===== config.mk =====
export PLATFORM = sky130hd
export DESIGN_NAME = scdp_top
export DESIGN_NICKNAME = d
export VERILOG_FILES = /design/src/logic/scdp_pkg.sv /design/src/logic/scdp_duty.sv /design/src/logic/scdp_presc.sv /design/src/logic/scdp_top.sv
export SDC_FILE = /design/constraint.sdc
export NUM_CORES = 1
export LEC_CHECK = 0
export ABC_AREA = 0
export BUFFER_PORTS_ARGS = -buffer_cell sky130_fd_sc_hd__buf_2
export CORE_AREA = 4 4 119 121
export DETAILED_ROUTE_END_ITERATION = 12
export DIE_AREA = 0 0 123 125
export GPL_ROUTABILITY_DRIVEN = 0
export GPL_TIMING_DRIVEN = 0
export SYNTH_ARGS = -nofsm -noshare
export SYNTH_HDL_FRONTEND = slang
export SYNTH_SLANG_ARGS = --single-unit
export TNS_END_PERCENT = 100

===== constraint.sdc =====
create_clock -name pclk -period 3.4 [get_ports pclk]
set_clock_uncertainty 0.1 [all_clocks]
set_input_delay 0 -clock pclk [delete_from_list [all_inputs] [get_ports pclk]]
set_output_delay 0 -clock pclk [all_outputs]
set_load 0.01 [all_outputs]

===== src/logic/scdp_pkg.sv =====
// Purpose: shared constants for the system clock divider and prescaler
// Assumes: pclk at 100 MHz, APB with 32-bit data
// Notes: printed divide register offset is a word index, byte = index * 4
package scdp_pkg;
	localparam int unsigned PCLK_HZ = 100_000_000;
	// duty stage engages at or above this oscillator rate
	localparam int unsigned DUTY_MIN_HZ = 5_000_000;
	// longest oscillator period, in pclk cycles, that still counts as fast
	localparam logic [7:0] DUTY_MAX_PERIOD = 8'(PCLK_HZ / DUTY_MIN_HZ);
	localparam int unsigned SETTLE_US = 500;
	localparam int unsigned SETTLE_CYC = SETTLE_US * (PCLK_HZ / 1_000_000);
	localparam int unsigned RESET_PULSE_CYC = 10;
	// default standby exit wait, counted in system clock ticks
	localparam int unsigned WAKE_TICKS = 8192;
	localparam int unsigned PRESC_W = 12;
	localparam int unsigned SETTLE_W = 17;
	localparam int unsigned WAKE_W = 16;
	// register indices; byte address is index * 4
	localparam logic [21:0] IDX_DIVIDE = 22'h0EE01B;
	localparam logic [21:0] IDX_CTRL = 22'h0EE01C;
	localparam logic [21:0] IDX_STATUS = 22'h0EE01D;
	localparam logic [7:0] DIVIDE_RESET = 8'hFC;
	localparam logic [7:0] DIVIDE_FIXED_ONES = 8'hFC;
	localparam logic [7:0] CTRL_RESET = 8'h01;
	localparam int unsigned CTRL_CLKOUT_BIT = 0;
	localparam int unsigned STAT_SETTLED_BIT = 0;
	localparam int unsigned STAT_PEND_BIT = 1;
	localparam int unsigned STAT_WAKE_BIT = 2;
	localparam int unsigned STAT_DUTY_BIT = 3;
	localparam int unsigned STAT_RATIO_LSB = 4;
	typedef enum logic [1:0] {
		SCDP_RATIO_SELECT_HIGH = 2'b00,
		SCDP_DIV2 = 2'b01,
		SCDP_DIV4 = 2'b10,
		SCDP_DIV8 = 2'b11
	} scdp_ratio_t;
	typedef enum logic [1:0] {
		SCDP_RUN = 2'b00,
		SCDP_STBY = 2'b01,
		SCDP_WAKE = 2'b10
	} scdp_state_t;
endpackage : scdp_pkg


===== src/logic/scdp_duty.sv =====
// Purpose: duty correction of the sampled oscillator
// Assumes: osc_sync already passed a two-stage synchroniser
// Notes: fast oscillators are rebuilt at half-period duty
`timescale 1ns/100ps
module scdp_duty (
	// clock and reset
	input wire logic pclk,
	input wire logic presetn,
	// sampled oscillator
	input wire logic osc_sync,
	// corrected clock, oscillator rise strobe and duty enable
	output logic corr_clk,
	output logic corr_rise,
	output logic duty_on
);
	logic prev_ff;
	logic corr_ff;
	logic [7:0] cnt_ff;
	logic [7:0] period_ff;
	logic [7:0] cnt_inc;
	logic nxt_corr;

	assign corr_rise = osc_sync & ~prev_ff;
	assign cnt_inc = (cnt_ff == 8'hFF) ? cnt_ff : 8'(cnt_ff + 8'h01);
	assign duty_on = (period_ff != 8'h00) &&
		(period_ff <= scdp_pkg::DUTY_MAX_PERIOD);
	// slow clocks pass as sampled; rebuilding them would add no margin
	assign nxt_corr = !duty_on ? osc_sync :
		corr_rise ? 1'b1 :
		(cnt_inc >= {1'b0, period_ff[7:1]}) ? 1'b0 : corr_ff;
	assign corr_clk = corr_ff;

	always_ff @(posedge pclk or negedge presetn) begin
		if (!presetn) begin
			prev_ff <= 1'b0;
			corr_ff <= 1'b0;
			cnt_ff <= 8'h00;
			period_ff <= 8'h00;
		end else begin
			prev_ff <= osc_sync;
			corr_ff <= nxt_corr;
			cnt_ff <= corr_rise ? 8'h00 : cnt_inc;
			if (corr_rise)
				period_ff <= cnt_inc;
		end
	end

	AST_DUTY_HIGH: assert property (@(posedge pclk) disable iff (!presetn)
		duty_on && corr_rise |=> corr_clk)
		else $error("corrected clock did not rise on oscillator edge");
endmodule : scdp_duty


===== src/logic/scdp_presc.sv =====
// Purpose: prescaler chain of system clock enables
// Assumes: tick is one pclk wide per system clock rising edge
// Notes: en[k] pulses once per 2**(k+1) ticks
`timescale 1ns/100ps
module scdp_presc #(
	parameter int unsigned W = 12
) (
	// clock and reset
	input wire logic pclk,
	input wire logic presetn,
	// system clock tick
	input wire logic tick,
	// divided enables
	output logic [W-1:0] en
);
	logic [W-1:0] cnt_ff;
	logic [W-1:0] en_ff;
	logic [W-1:0] nxt_en;

	genvar k;
	generate
		for (k = 0; k < W; k++) begin : g_stage
			assign nxt_en[k] = tick && (&cnt_ff[k:0]);
		end
	endgenerate

	always_ff @(posedge pclk or negedge presetn) begin
		if (!presetn) begin
			cnt_ff <= '0;
			en_ff <= '0;
		end else begin
			en_ff <= nxt_en;
			if (tick)
				cnt_ff <= W'(cnt_ff + 1'b1);
		end
	end
	assign en = en_ff;
endmodule : scdp_presc


===== src/logic/scdp_top.sv =====
// Purpose: system clock divider with prescaler and APB registers
// Assumes: oscillator and standby pin are asynchronous to pclk
// Notes: system clock is rebuilt from pclk samples of the oscillator
//
// How it works
// - at or above 5 MHz the oscillator passes a duty correction stage
// - prescaler makes enables at system clock / 2 up to / 4096
// - system clock comes from the divider, never the raw oscillator
// - new divide ratio takes effect while running, no reset needed
// - divided system clock can be driven on the clock output pin
// - chip reset and hardware standby load divide register with FC
// - software standby keeps the divide register and its ratio
// - upper six divide bits ignore writes and read as ones
// - select 00, 01, 10, 11 gives 1/1, 1/2, 1/4, 1/8
// - clock output stays quiet until 500 us after clock start
// - peripheral timing enables scale with the system clock
// - standby exit wait counts divided system clock ticks
// - output frequency equals input frequency times selected ratio
//
// Local design decision: register access over APB.
`timescale 1ns/100ps
module scdp_top #(
	parameter int unsigned SETTLE_CYCLES = scdp_pkg::SETTLE_CYC,
	parameter int unsigned WAKE_CYCLES = scdp_pkg::WAKE_TICKS
) (
	// clock and reset
	input wire logic pclk,
	input wire logic presetn,
	// apb slave
	input wire logic psel,
	input wire logic penable,
	input wire logic pwrite,
	input wire logic [23:0] paddr,
	input wire logic [31:0] pwdata,
	output logic [31:0] prdata,
	output logic pready,
	output logic pslverr,
	// pins
	input wire logic oscillator_input_pin,
	input wire logic hw_standby_pin,
	output logic sysclk_pin,
	// power control
	input wire logic sw_standby_req,
	output logic wake_done,
	// internal clock enables
	output logic sys_tick,
	output logic [scdp_pkg::PRESC_W-1:0] presc_en
);
	// synchroniser: index 0 oscillator, index 1 hardware standby
	logic [1:0] meta_ff;
	logic [1:0] sync_ff;
	logic osc_sync;
	logic hw_stby;

	always_ff @(posedge pclk or negedge presetn) begin
		if (!presetn) begin
			meta_ff <= 2'b00;
			sync_ff <= 2'b00;
		end else begin
			meta_ff <= {hw_standby_pin, oscillator_input_pin};
			sync_ff <= meta_ff;
		end
	end
	assign osc_sync = sync_ff[0];
	assign hw_stby = sync_ff[1];

	// duty correction
	logic corr_clk;
	logic corr_rise;
	logic duty_on;

	scdp_duty u_duty (
		.pclk(pclk),
		.presetn(presetn),
		.osc_sync(osc_sync),
		.corr_clk(corr_clk),
		.corr_rise(corr_rise),
		.duty_on(duty_on)
	);

	// apb decode
	logic acc;
	logic setup;
	logic hit_div;
	logic hit_ctrl;
	logic hit_stat;
	logic hit;
	logic wr_div;
	logic wr_ctrl;

	assign setup = psel && !penable;
	assign acc = psel && penable;
	assign hit_div = (paddr[23:2] == scdp_pkg::IDX_DIVIDE);
	assign hit_ctrl = (paddr[23:2] == scdp_pkg::IDX_CTRL);
	assign hit_stat = (paddr[23:2] == scdp_pkg::IDX_STATUS);
	assign hit = (paddr[1:0] == 2'b00) && (hit_div || hit_ctrl || hit_stat);
	assign wr_div = acc && pwrite && hit && hit_div;
	assign wr_ctrl = acc && pwrite && hit && hit_ctrl;
	assign pready = 1'b1;
	assign pslverr = acc && !hit;

	// registers
	logic [1:0] div_ff;
	logic [7:0] ctrl_ff;
	logic [7:0] div_read;
	logic [7:0] stat_read;

	// only the select field is stored; the rest is wired to ones
	assign div_read = scdp_pkg::DIVIDE_FIXED_ONES | {6'h00, div_ff};

	always_ff @(posedge pclk or negedge presetn) begin
		if (!presetn)
			div_ff <= scdp_pkg::DIVIDE_RESET[1:0];
		else if (hw_stby)
			div_ff <= scdp_pkg::DIVIDE_RESET[1:0];
		else if (wr_div)
			div_ff <= pwdata[1:0];
	end

	always_ff @(posedge pclk or negedge presetn) begin
		if (!presetn)
			ctrl_ff <= scdp_pkg::CTRL_RESET;
		else if (wr_ctrl)
			ctrl_ff <= pwdata[7:0];
	end

	// divider
	logic [2:0] div_cnt_ff;
	logic [2:0] cnt_inc;
	logic [1:0] ratio_ff;
	logic [2:0] tick_mask;
	logic at_boundary;
	logic phi_level;
	logic sys_tick_ff;
	logic nxt_tick;

	assign cnt_inc = 3'(div_cnt_ff + 3'h1);
	// every divided clock rises when the count wraps
	assign at_boundary = corr_rise && (div_cnt_ff == 3'h7);
	assign tick_mask = (ratio_ff == scdp_pkg::SCDP_DIV2) ? 3'h1 :
		(ratio_ff == scdp_pkg::SCDP_DIV4) ? 3'h3 :
		(ratio_ff == scdp_pkg::SCDP_DIV8) ? 3'h7 : 3'h0;
	assign nxt_tick = corr_rise && ((cnt_inc & tick_mask) == 3'h0);
	assign phi_level = (ratio_ff == scdp_pkg::SCDP_DIV2) ? ~div_cnt_ff[0] :
		(ratio_ff == scdp_pkg::SCDP_DIV4) ? ~div_cnt_ff[1] :
		(ratio_ff == scdp_pkg::SCDP_DIV8) ? ~div_cnt_ff[2] :
		corr_clk;

	always_ff @(posedge pclk or negedge presetn) begin
		if (!presetn) begin
			div_cnt_ff <= 3'h0;
			ratio_ff <= scdp_pkg::DIVIDE_RESET[1:0];
			sys_tick_ff <= 1'b0;
		end else begin
			sys_tick_ff <= nxt_tick;
			if (corr_rise)
				div_cnt_ff <= cnt_inc;
			// a ratio change waits for the common edge, so no short phase
			if (at_boundary)
				ratio_ff <= div_ff;
		end
	end
	assign sys_tick = sys_tick_ff;

	// prescaler
	scdp_presc #(
		.W(scdp_pkg::PRESC_W)
	) u_presc (
		.pclk(pclk),
		.presetn(presetn),
		.tick(sys_tick_ff),
		.en(presc_en)
	);

	// settle delay from clock start
	logic started_ff;
	logic settled_ff;
	logic [scdp_pkg::SETTLE_W-1:0] settle_cnt_ff;
	logic settle_hit;

	// reset itself cannot cover the wait, so a counter runs once the first oscillator rise is seen
	assign settle_hit = (settle_cnt_ff ==
		scdp_pkg::SETTLE_W'(SETTLE_CYCLES - 1));

	always_ff @(posedge pclk or negedge presetn) begin
		if (!presetn) begin
			started_ff <= 1'b0;
			settled_ff <= 1'b0;
			settle_cnt_ff <= '0;
		end else begin
			if (corr_rise)
				started_ff <= 1'b1;
			if (started_ff && !settled_ff) begin
				settle_cnt_ff <= scdp_pkg::SETTLE_W'(settle_cnt_ff + 1'b1);
				if (settle_hit)
					settled_ff <= 1'b1;
			end
		end
	end

	// clock output pin
	logic sysclk_ff;
	logic nxt_sysclk;

	assign nxt_sysclk = settled_ff && ctrl_ff[scdp_pkg::CTRL_CLKOUT_BIT] &&
		phi_level;

	always_ff @(posedge pclk or negedge presetn) begin
		if (!presetn)
			sysclk_ff <= 1'b0;
		else
			sysclk_ff <= nxt_sysclk;
	end
	assign sysclk_pin = sysclk_ff;

	// software standby and exit wait
	scdp_pkg::scdp_state_t state_ff;
	scdp_pkg::scdp_state_t nxt_state;
	logic [scdp_pkg::WAKE_W-1:0] wake_cnt_ff;
	logic wake_hit;
	logic wake_done_ff;

	assign wake_hit = sys_tick_ff && (wake_cnt_ff ==
		scdp_pkg::WAKE_W'(WAKE_CYCLES - 1));

	always_comb begin
		nxt_state = state_ff;
		case (state_ff)
			scdp_pkg::SCDP_RUN: begin
				if (sw_standby_req)
					nxt_state = scdp_pkg::SCDP_STBY;
			end
			scdp_pkg::SCDP_STBY: begin
				if (!sw_standby_req)
					nxt_state = scdp_pkg::SCDP_WAKE;
			end
			scdp_pkg::SCDP_WAKE: begin
				if (wake_hit)
					nxt_state = scdp_pkg::SCDP_RUN;
			end
			default: nxt_state = scdp_pkg::SCDP_RUN;
		endcase
	end

	always_ff @(posedge pclk or negedge presetn) begin
		if (!presetn) begin
			state_ff <= scdp_pkg::SCDP_RUN;
			wake_cnt_ff <= '0;
			wake_done_ff <= 1'b0;
		end else begin
			state_ff <= nxt_state;
			wake_done_ff <= (state_ff == scdp_pkg::SCDP_WAKE) && wake_hit;
			if (state_ff != scdp_pkg::SCDP_WAKE)
				wake_cnt_ff <= '0;
			else if (sys_tick_ff)
				wake_cnt_ff <= scdp_pkg::WAKE_W'(wake_cnt_ff + 1'b1);
		end
	end
	assign wake_done = wake_done_ff;

	// read data, captured in the setup phase
	logic [31:0] prdata_ff;
	logic [31:0] rd_mux;

	assign stat_read = {2'b00, ratio_ff, duty_on,
		state_ff == scdp_pkg::SCDP_WAKE, ratio_ff != div_ff, settled_ff};
	assign rd_mux = !hit ? 32'h0000_0000 :
		hit_div ? {24'h00_0000, div_read} :
		hit_ctrl ? {24'h00_0000, ctrl_ff} :
		{24'h00_0000, stat_read};

	always_ff @(posedge pclk or negedge presetn) begin
		if (!presetn)
			prdata_ff <= 32'h0000_0000;
		else if (setup)
			prdata_ff <= rd_mux;
	end
	assign prdata = prdata_ff;

	// checks
	AST_HW_STBY_LOAD: assert property (@(posedge pclk) disable iff (!presetn)
		hw_stby |=> div_read == scdp_pkg::DIVIDE_RESET)
		else $error("divide register not reloaded in hardware standby");
	AST_RSVD_ONES: assert property (@(posedge pclk) disable iff (!presetn)
		acc && hit && hit_div && !pwrite |-> prdata[7:2] == 6'h3F)
		else $error("reserved divide bits not read as ones");
	AST_WRITE_TAKES: assert property (@(posedge pclk) disable iff (!presetn)
		wr_div && !hw_stby |=> div_ff == $past(pwdata[1:0]))
		else $error("divide write not stored");
	AST_SWITCH_EDGE: assert property (@(posedge pclk) disable iff (!presetn)
		ratio_ff != $past(ratio_ff) |-> $past(at_boundary))
		else $error("ratio switched away from common edge");
	AST_APPLY_BOUND: assert property (@(posedge pclk) disable iff (!presetn)
		corr_rise && div_cnt_ff == 3'h7 |=> ratio_ff == $past(div_ff))
		else $error("pending ratio not applied at boundary");
	AST_DIV8_TICK: assert property (@(posedge pclk) disable iff (!presetn)
		sys_tick_ff && ratio_ff == scdp_pkg::SCDP_DIV8 |->
		div_cnt_ff == 3'h0)
		else $error("divide by eight tick off phase");
	AST_QUIET_OUT: assert property (@(posedge pclk) disable iff (!presetn)
		!$past(settled_ff) |-> !sysclk_pin)
		else $error("clock driven out before settling");
	AST_OUT_FOLLOWS: assert property (@(posedge pclk) disable iff (!presetn)
		settled_ff && ctrl_ff[scdp_pkg::CTRL_CLKOUT_BIT] ##1
		$stable(ratio_ff) |-> sysclk_pin == $past(phi_level))
		else $error("clock pin does not follow divided clock");
	AST_PRESC_HALF: assert property (@(posedge pclk) disable iff (!presetn)
		presc_en[0] |-> $past(sys_tick_ff))
		else $error("prescaler enable without system tick");
	AST_STBY_KEEP: assert property (@(posedge pclk) disable iff (!presetn)
		state_ff == scdp_pkg::SCDP_STBY && !hw_stby && !wr_div |=>
		$stable(div_ff))
		else $error("divide register changed in software standby");
	AST_WAKE_END: assert property (@(posedge pclk) disable iff (!presetn)
		wake_done |-> $past(state_ff) == scdp_pkg::SCDP_WAKE &&
		$past(sys_tick_ff))
		else $error("standby wait ended off a system tick");
	COV_SWITCH: cover property (@(posedge pclk) disable iff (!presetn)
		at_boundary && div_ff != ratio_ff);
	COV_SETTLED: cover property (@(posedge pclk) disable iff (!presetn)
		$rose(settled_ff));
	COV_WAKE: cover property (@(posedge pclk) disable iff (!presetn)
		wake_done);
	COV_DUTY: cover property (@(posedge pclk) disable iff (!presetn)
		duty_on && corr_rise);
endmodule : scdp_top


==> results of run 1 <==
-- power breakdown --
group	leakage (uW)	switching [uW]	internal (uW)	total, uW
combinational	0.00148	321	295	617
sequential	0.00146	144	1460	1600
clock	0.000146	494	516	1010
total	0.00309	959	2270	3230
-- registers in the layout, indices dropped and copies added (netlist names), 2 cells and up --
| signal | flops |
|---|---|
| settle_cnt_ff | 17 |
| wake_cnt_ff | 16 |
| u_presc.cnt_ff | 12 |
| u_presc.en | 12 |
| ctrl_ff | 8 |
| prdata | 8 |
| u_duty.cnt_ff | 8 |
| u_duty.period_ff | 8 |
| div_cnt_ff | 3 |
| div_ff | 2 |
| meta_ff | 2 |
| ratio_ff | 2 |
| state_ff | 2 |
| sync_ff | 2 |
-- cell usage after synthesis (5+ instances only) --
master,instances,share of area [%]
nand2_1,55,4.0
inv_1,17,1.2
xnor2_1,22,3.7
xor2_1,22,3.7
nor2_1,38,2.8
nor2b_1,6,0.73
nand3_1,13,1.3
and4_1,5,0.85
clkbuf_1,9,0.66
dfrtp_1,108,52
nand4_1,14,1.7
a21oi_1,8,0.78
mux2i_1,8,1.6
mux2_2,15,3.3
buf_4,25,3.6
and3_1,12,1.5
nand2b_1,7,0.85
o21ai_0,21,2.0
nor3_1,5,0.49
ha_1,16,3.9
a211oi_1,5,0.73
and2_1,11,1.3
-- routing by layer --
| layer | vias up | GRT usage, % | part of all wire, % |
|---|---|---|---|
| met1 | 1710 | 16.4 | 46 |
| met4 | 0 | 2.67 | 0.98 |
| met5 | - | 0 | 0 |
| met2 | 47 | 21.9 | 49 |
| li1 | 1806 | - | - |
| met3 | 7 | 4.07 | 4.3 |
-- cells by family after synthesis --
kind of cell / after synthesis
flops: 109
simple gates: 187
compound gates: 45
buf+inv: 52
mux: 24
xor+xnor: 44
other cells: 2
fa+ha+maj: 16
-- final cells by class --
| cell class | count | area (sq um) | share of cell area (%) |
|---|---|---|---|
| Clock inverter | 7 | 65.1 | 1.04 |
| Buffer | 35 | 233 | 3.72 |
| Inverter | 17 | 63.8 | 1.02 |
| Multi-Input combinational cell | 341 | 2210 | 35.4 |
| Clock buffer | 9 | 225 | 3.60 |
| Timing Repair Buffer | 80 | 505 | 8.08 |
| Tap cell | 176 | 220 | 3.52 |
| Sequential cell | 109 | 2730 | 43.6 |
-- stage by stage --
step	utilization (%)	power, uW	instance area (sq um)
after floorplan	-	2040	5240
after global placement	44.1	2200	5770
after detailed placement	44.4	2230	5800
after CTS	47.8	3280	6250
after global routing	47.8	3460	6250
final	47.8	3230	6250
-- path summary, 6_finish.rpt --
| path | slack, ns | end |
|---|---|---|
| min in group asynchronous | 0.08 | state_ff[1]$_DFFE_PN0P_ |
| min | 0.04 | prdata[1]$_DFFE_PN0P_ |
| max in group asynchronous | 2.37 | ctrl_ff[0]$_DFFE_PN1P_ |
| max | 0.67 | u_duty.corr_clk$_DFFE_PN0P_ |
| min reg2reg | 0.26 | sync_ff[1]$_DFF_PN0_ |
| max reg2reg | 0.67 | u_duty.corr_clk$_DFFE_PN0P_ |
-- critical path: cells and delay by family (launching register included) --
family	cells	cell delay, ns
AO/OA/AOI/OAI	3	0.46
XOR/XNOR	1	0.24
adder cells (fa/ha/maj)	2	0.51
buffers and inverters	1	0.08
flip-flops	1	0.38
AND/OR/NAND/NOR	6	0.89
==> flow_metrics.tcl, run 1 <==
set metrics [dict create \
    final.min_clock_period_ns 2.73 \
    synth-seq-cells 109 \
    whs_ns 0.0368 \
    muxShareOfSynthArea_pct 5.12 \
    synth_ff_type "dfrtp_1" \
    synth_compound_area_share_pct 5.15 \
    drtIter0Drc 225 \
    max_cap_violations 0 \
    nets 673 \
    min_delay_path_depth 4 \
    final_cell_mix "dfrtp_1 (108), buf_2 (62), nand2_1 (55)" \
    drv_slew 0 \
    root_buffer "clkbuf_16" \
    final_common_cell "dfrtp_1" \
    drive_above_1_share_pct 22.4 \
    grt_pass1_vias 3596 \
    cts_made_buffers 9 \
    reg2reg_from "u_duty.cnt_ff[0]$_DFF_PN0_" \
    place_ws_ns 0.676 \
    worstSkewPairLatency_ns 0.35 \
    worstPathArrival_ns 2.90 \
    slew_headroom_pct 56.1 \
    ctsLongestPathBuffers 2 \
    hold_buffers 16 \
    layout_setup_ws_ns 0.668 \
    syn_inst 479 \
    cts.sinks 109 \
    h-tree-depth 3 \
    ir_drop_mv 0.293 \
    dr.pass1.iters 4 \
    drcViolationCount 0 \
    min_from "penable" \
    rsz0062_at_grt "no" \
    routed_wl_um 9500 \
    num_rows 42 \
    cp-startpoint "u_duty.cnt_ff[0]$_DFF_PN0_" \
    worstMarginPinSlew_ns 0.655 \
    num_io_pins 113 \
    synth.yosys.seq_area_share_pct 53.0 \
    core_area_sq_um 13100 \
    cts_tree "done" \
    wl_per_cell_um 12.3 \
    num_vias 3570 \
    p_per_area_nw_per_um2 516 \
    synth-adder-area-share_pct 3.89 \
    cp_slowest_cell "dfrtp_1" \
    hpwlAfterDp_um 7010 \
    setup_viol 0 \
    stdcell_count 774 \
    ctsResizeCount 0 \
    yosys.area_share.simple_pct 19.5 \
    fmax_ghz 0.366 \
    status "complete, no violations" \
    grt_max_degree 67 \
    syn_area_per_cell_sq_um 10.8 \
    die_h_um 125 \
    globalRoute.totalOverflow 0 \
    async_flop_share_pct 100 \
    portBuffers 63 \
    tns_ns 0 \
    synth.distinct_cells 49 \
    cts_setup_buffers 0 \
    grtUsageTotal_pct 13.0 \
    critPathMaxFanout 6 \
    netlist_area_sq_um 5150 \
    crit_type "reg -> reg" \
    grt_first_pass_wirelength_um 16400 \
    max_stage_delay_ns 0.38 \
    path_cells "ha_1 -> nand2_1 -> nor2b_1 -> nand3_1 -> nand4_1 -> xor2_1 -> inv_1 -> ha_1 -> a21oi_1 -> nor2b_1 -> o21ai_0 -> nand4b_1 -> o21ai_0" \
    worstHoldPathType "in -> reg" \
    antennaDiodeCount 0 \
    synth_warnings 0 \
    viasPerCell 4.61 \
    clk_pin_slew_ns 0.07 \
    initial_core_util_pct 39.4 \
    post-place-cells 742 \
    synthToLayoutAreaGrowth_pct 21.4 \
    critPathLaunchType "register" \
    p_leak_uw 0.00309 \
    ant_nets 0 \
    hold_viol 0 \
    dieArea_sq_um 15400 \
    antenna_found_initial 0 \
    chipWidth_um 123 \
    critPathCaptureType "register" \
    synth_xor_area_share_pct 7.48 \
    fin_crit_sh_pct 80.3 \
    synth_edf_count 0 \
    synth_top_family_by_area "simple AND/OR/NAND/NOR gates" \
    worstPathRequired_ns 3.57 \
    fillers 1221 \
    ff2ff_path_depth 13 \
]
No activity file was read; power rests on OpenSTA's default activity.
==> inputs of run 2 (changes only) <==
Clock period 3.4 ns to 2.7 ns, I/O delays scaled along.
==> run 2 against run 1 <==
Final area increased by 0.88%. Sequential share of layout area shrank 0.38 points. Sequential power rose by 26%. Clock power is 26% higher. Register-to-register slack lost 0.46 ns. Final cell count rose by 0.26%. Largest cell class unchanged. Highest routed layer unchanged.
==> flow_metrics.tcl, run 2 (synthesized netlist as in run 1, its figures left out) <==
set metrics [dict create \
    status "complete, no violations" \
    cpLargestDelayFamily "simple AND/OR/NAND/NOR gates" \
    core_area_sq_um 13100 \
    max_cap_violations 0 \
    cts.sinks 109 \
    num_io_pins 113 \
    critPathMaxFanout 6 \
    grt_first_pass_wirelength_um 16400 \
    portBuffers 63 \
    critPathCaptureType "register" \
    hpwlAfterDp_um 7010 \
    routed_wl_um 9590 \
    final_cell_mix "dfrtp_1 (108), buf_2 (62), nand2_1 (55)" \
    placed_cell_area_sq_um 5800 \
    largest_register_ffs 17 \
    p_per_area_nw_per_um2 646 \
    drcViolationCount 0 \
    antenna_found_initial 0 \
    ir_drop_mv 0.369 \
    final_area_sq_um 6310 \
    ctsLongestPathBuffers 2 \
    endpoint "u_duty.corr_clk$_DFFE_PN0P_" \
    grt_pass1_vias 3599 \
    worstMarginPinSlew_ns 0.655 \
    worstSkewPairLatency_ns 0.35 \
    reg_top3 "settle_cnt_ff (17), wake_cnt_ff (16)" \
    worstHoldPathType "in -> reg" \
    rsz0062_at_grt "no" \
    root_buffer "clkbuf_16" \
    drv_slew 0 \
    final_common_cell "dfrtp_1" \
    cp-startpoint "u_duty.cnt_ff[0]$_DFF_PN0_" \
    worstPathRequired_ns 2.87 \
    fin_crit_sh_pct 92.3 \
    drive_above_1_share_pct 23.3 \
    wl_per_cell_um 12.4 \
    drtIter0Drc 251 \
    grt_max_degree 67 \
    antennaDiodeCount 0 \
    h-tree-depth 3 \
    stdcell_count 776 \
    globalRoute.totalOverflow 0 \
    setup_viol 0 \
    largest_register "settle_cnt_ff" \
    crit_cells 12 \
    cts_tree "done" \
    viasPerCell 4.64 \
    cp_common_cell "o21ai_0" \
    worstPathArrival_ns 2.66 \
    rrSetupSlack_ns 0.21 \
    path_buf_inv 1 \
    slew_headroom_pct 56.1 \
    reg2reg_from "u_duty.cnt_ff[0]$_DFF_PN0_" \
    num_rows 42 \
    nets 675 \
    grtUsageTotal_pct 13.0 \
    crit_type "reg -> reg" \
    post-place-cells 742 \
    chipWidth_um 123 \
    critPathLaunchType "register" \
    ant_nets 0 \
    dieArea_sq_um 15400 \
    max_stage_delay_ns 0.42 \
    ff2ff_path_depth 12 \
    num_vias 3601 \
    initial_core_util_pct 39.4 \
    final.min_clock_period_ns 2.49 \
    path_cells "ha_4 -> nand2_1 -> nor2b_4 -> nand3_4 -> nand4_1 -> xor2_1 -> inv_1 -> ha_1 -> nor2b_1 -> o21ai_0 -> nand4b_1 -> o21ai_0" \
    cp_slowest_cell "dfrtp_1" \
    fmax_ghz 0.401 \
    p_leak_uw 0.00310 \
    cts_made_buffers 9 \
    tns_ns 0 \
    die_h_um 125 \
    hold_viol 0 \
    synthToLayoutAreaGrowth_pct 22.5 \
    r2r_end "u_duty.corr_clk$_DFFE_PN0P_" \
    dr.pass1.iters 5 \
    clk_pin_slew_ns 0.07 \
]
==> run 2: worst min path at each step <==
stage                              start  cells after the start                       to
after detailed placement         presetn                      1  state_ff[1]$_DFFE_PN0P_
after global placement    hw_standby_pin                      1     meta_ff[1]$_DFF_PN0_
after floorplan                  presetn                      0   ctrl_ff[1]$_DFFE_PN0P_
after CTS                       paddr[1]                      5    prdata[7]$_DFFE_PN0P_
final                            penable                      4    prdata[1]$_DFFE_PN0P_
after global routing            paddr[1]                      5    prdata[7]$_DFFE_PN0P_
==> run 2: timing repair <==
item	in CTS	in global routing
endpoints found under the setup margin	1	1
hold endpoints to repair	62	0
gates resized for setup	1	6
hold buffers	16	0
pin swaps	0	2
buffers inserted	0	2
==> run 2: layer usage <==
metal	vias up	part of all wire [%]	GRT usage, %
met5	-	0	0
met4	0	1.1	2.67
met3	9	4.6	4.07
met2	60	49	22.0
met1	1722	45	16.4
li1	1810	-	-
==> run 2: worst min-delay path: cells and delay by family <==
kind                   cells  cell delay, ns
buffers and inverters      1            0.09
AO/OA/AOI/OAI              1            0.07
AND/OR/NAND/NOR            2            0.29
==> run 2: where the power goes <==
group          switching (uW)  leakage, uW  internal, uW
combinational             406      0.00149           379
clock                     622     0.000146           650
sequential                185      0.00146          1830
total                    1210      0.00310          2860
==> run 2: per-stage QoR <==
step	hold slack (ns)	setup WS [ns]	power [uW]	util (%)
final	0.0365	0.207	4080	48.2
after CTS	0.0235	0.0497	4130	47.8
after global routing	0.0680	0.0136	4370	48.2
after detailed placement	-0.0646	-0.0236	2810	44.4
after global placement	0.0135	0.0286	2770	44.1
after floorplan	-0.396	0.286	2570	-
==> run 2: layout make-up <==
| class | count | area (sq um) |
|---|---|---|
| sequential | 109 | 2730 |
| multi-input combinational | 341 | 2250 |
| clock buffer | 9 | 225 |
| fill | 1211 | 6780 |
| buffer | 35 | 233 |
| inverter | 17 | 63.8 |
| tap | 176 | 220 |
| timing repair buffer | 82 | 520 |
| clock inverter | 7 | 65.1 |
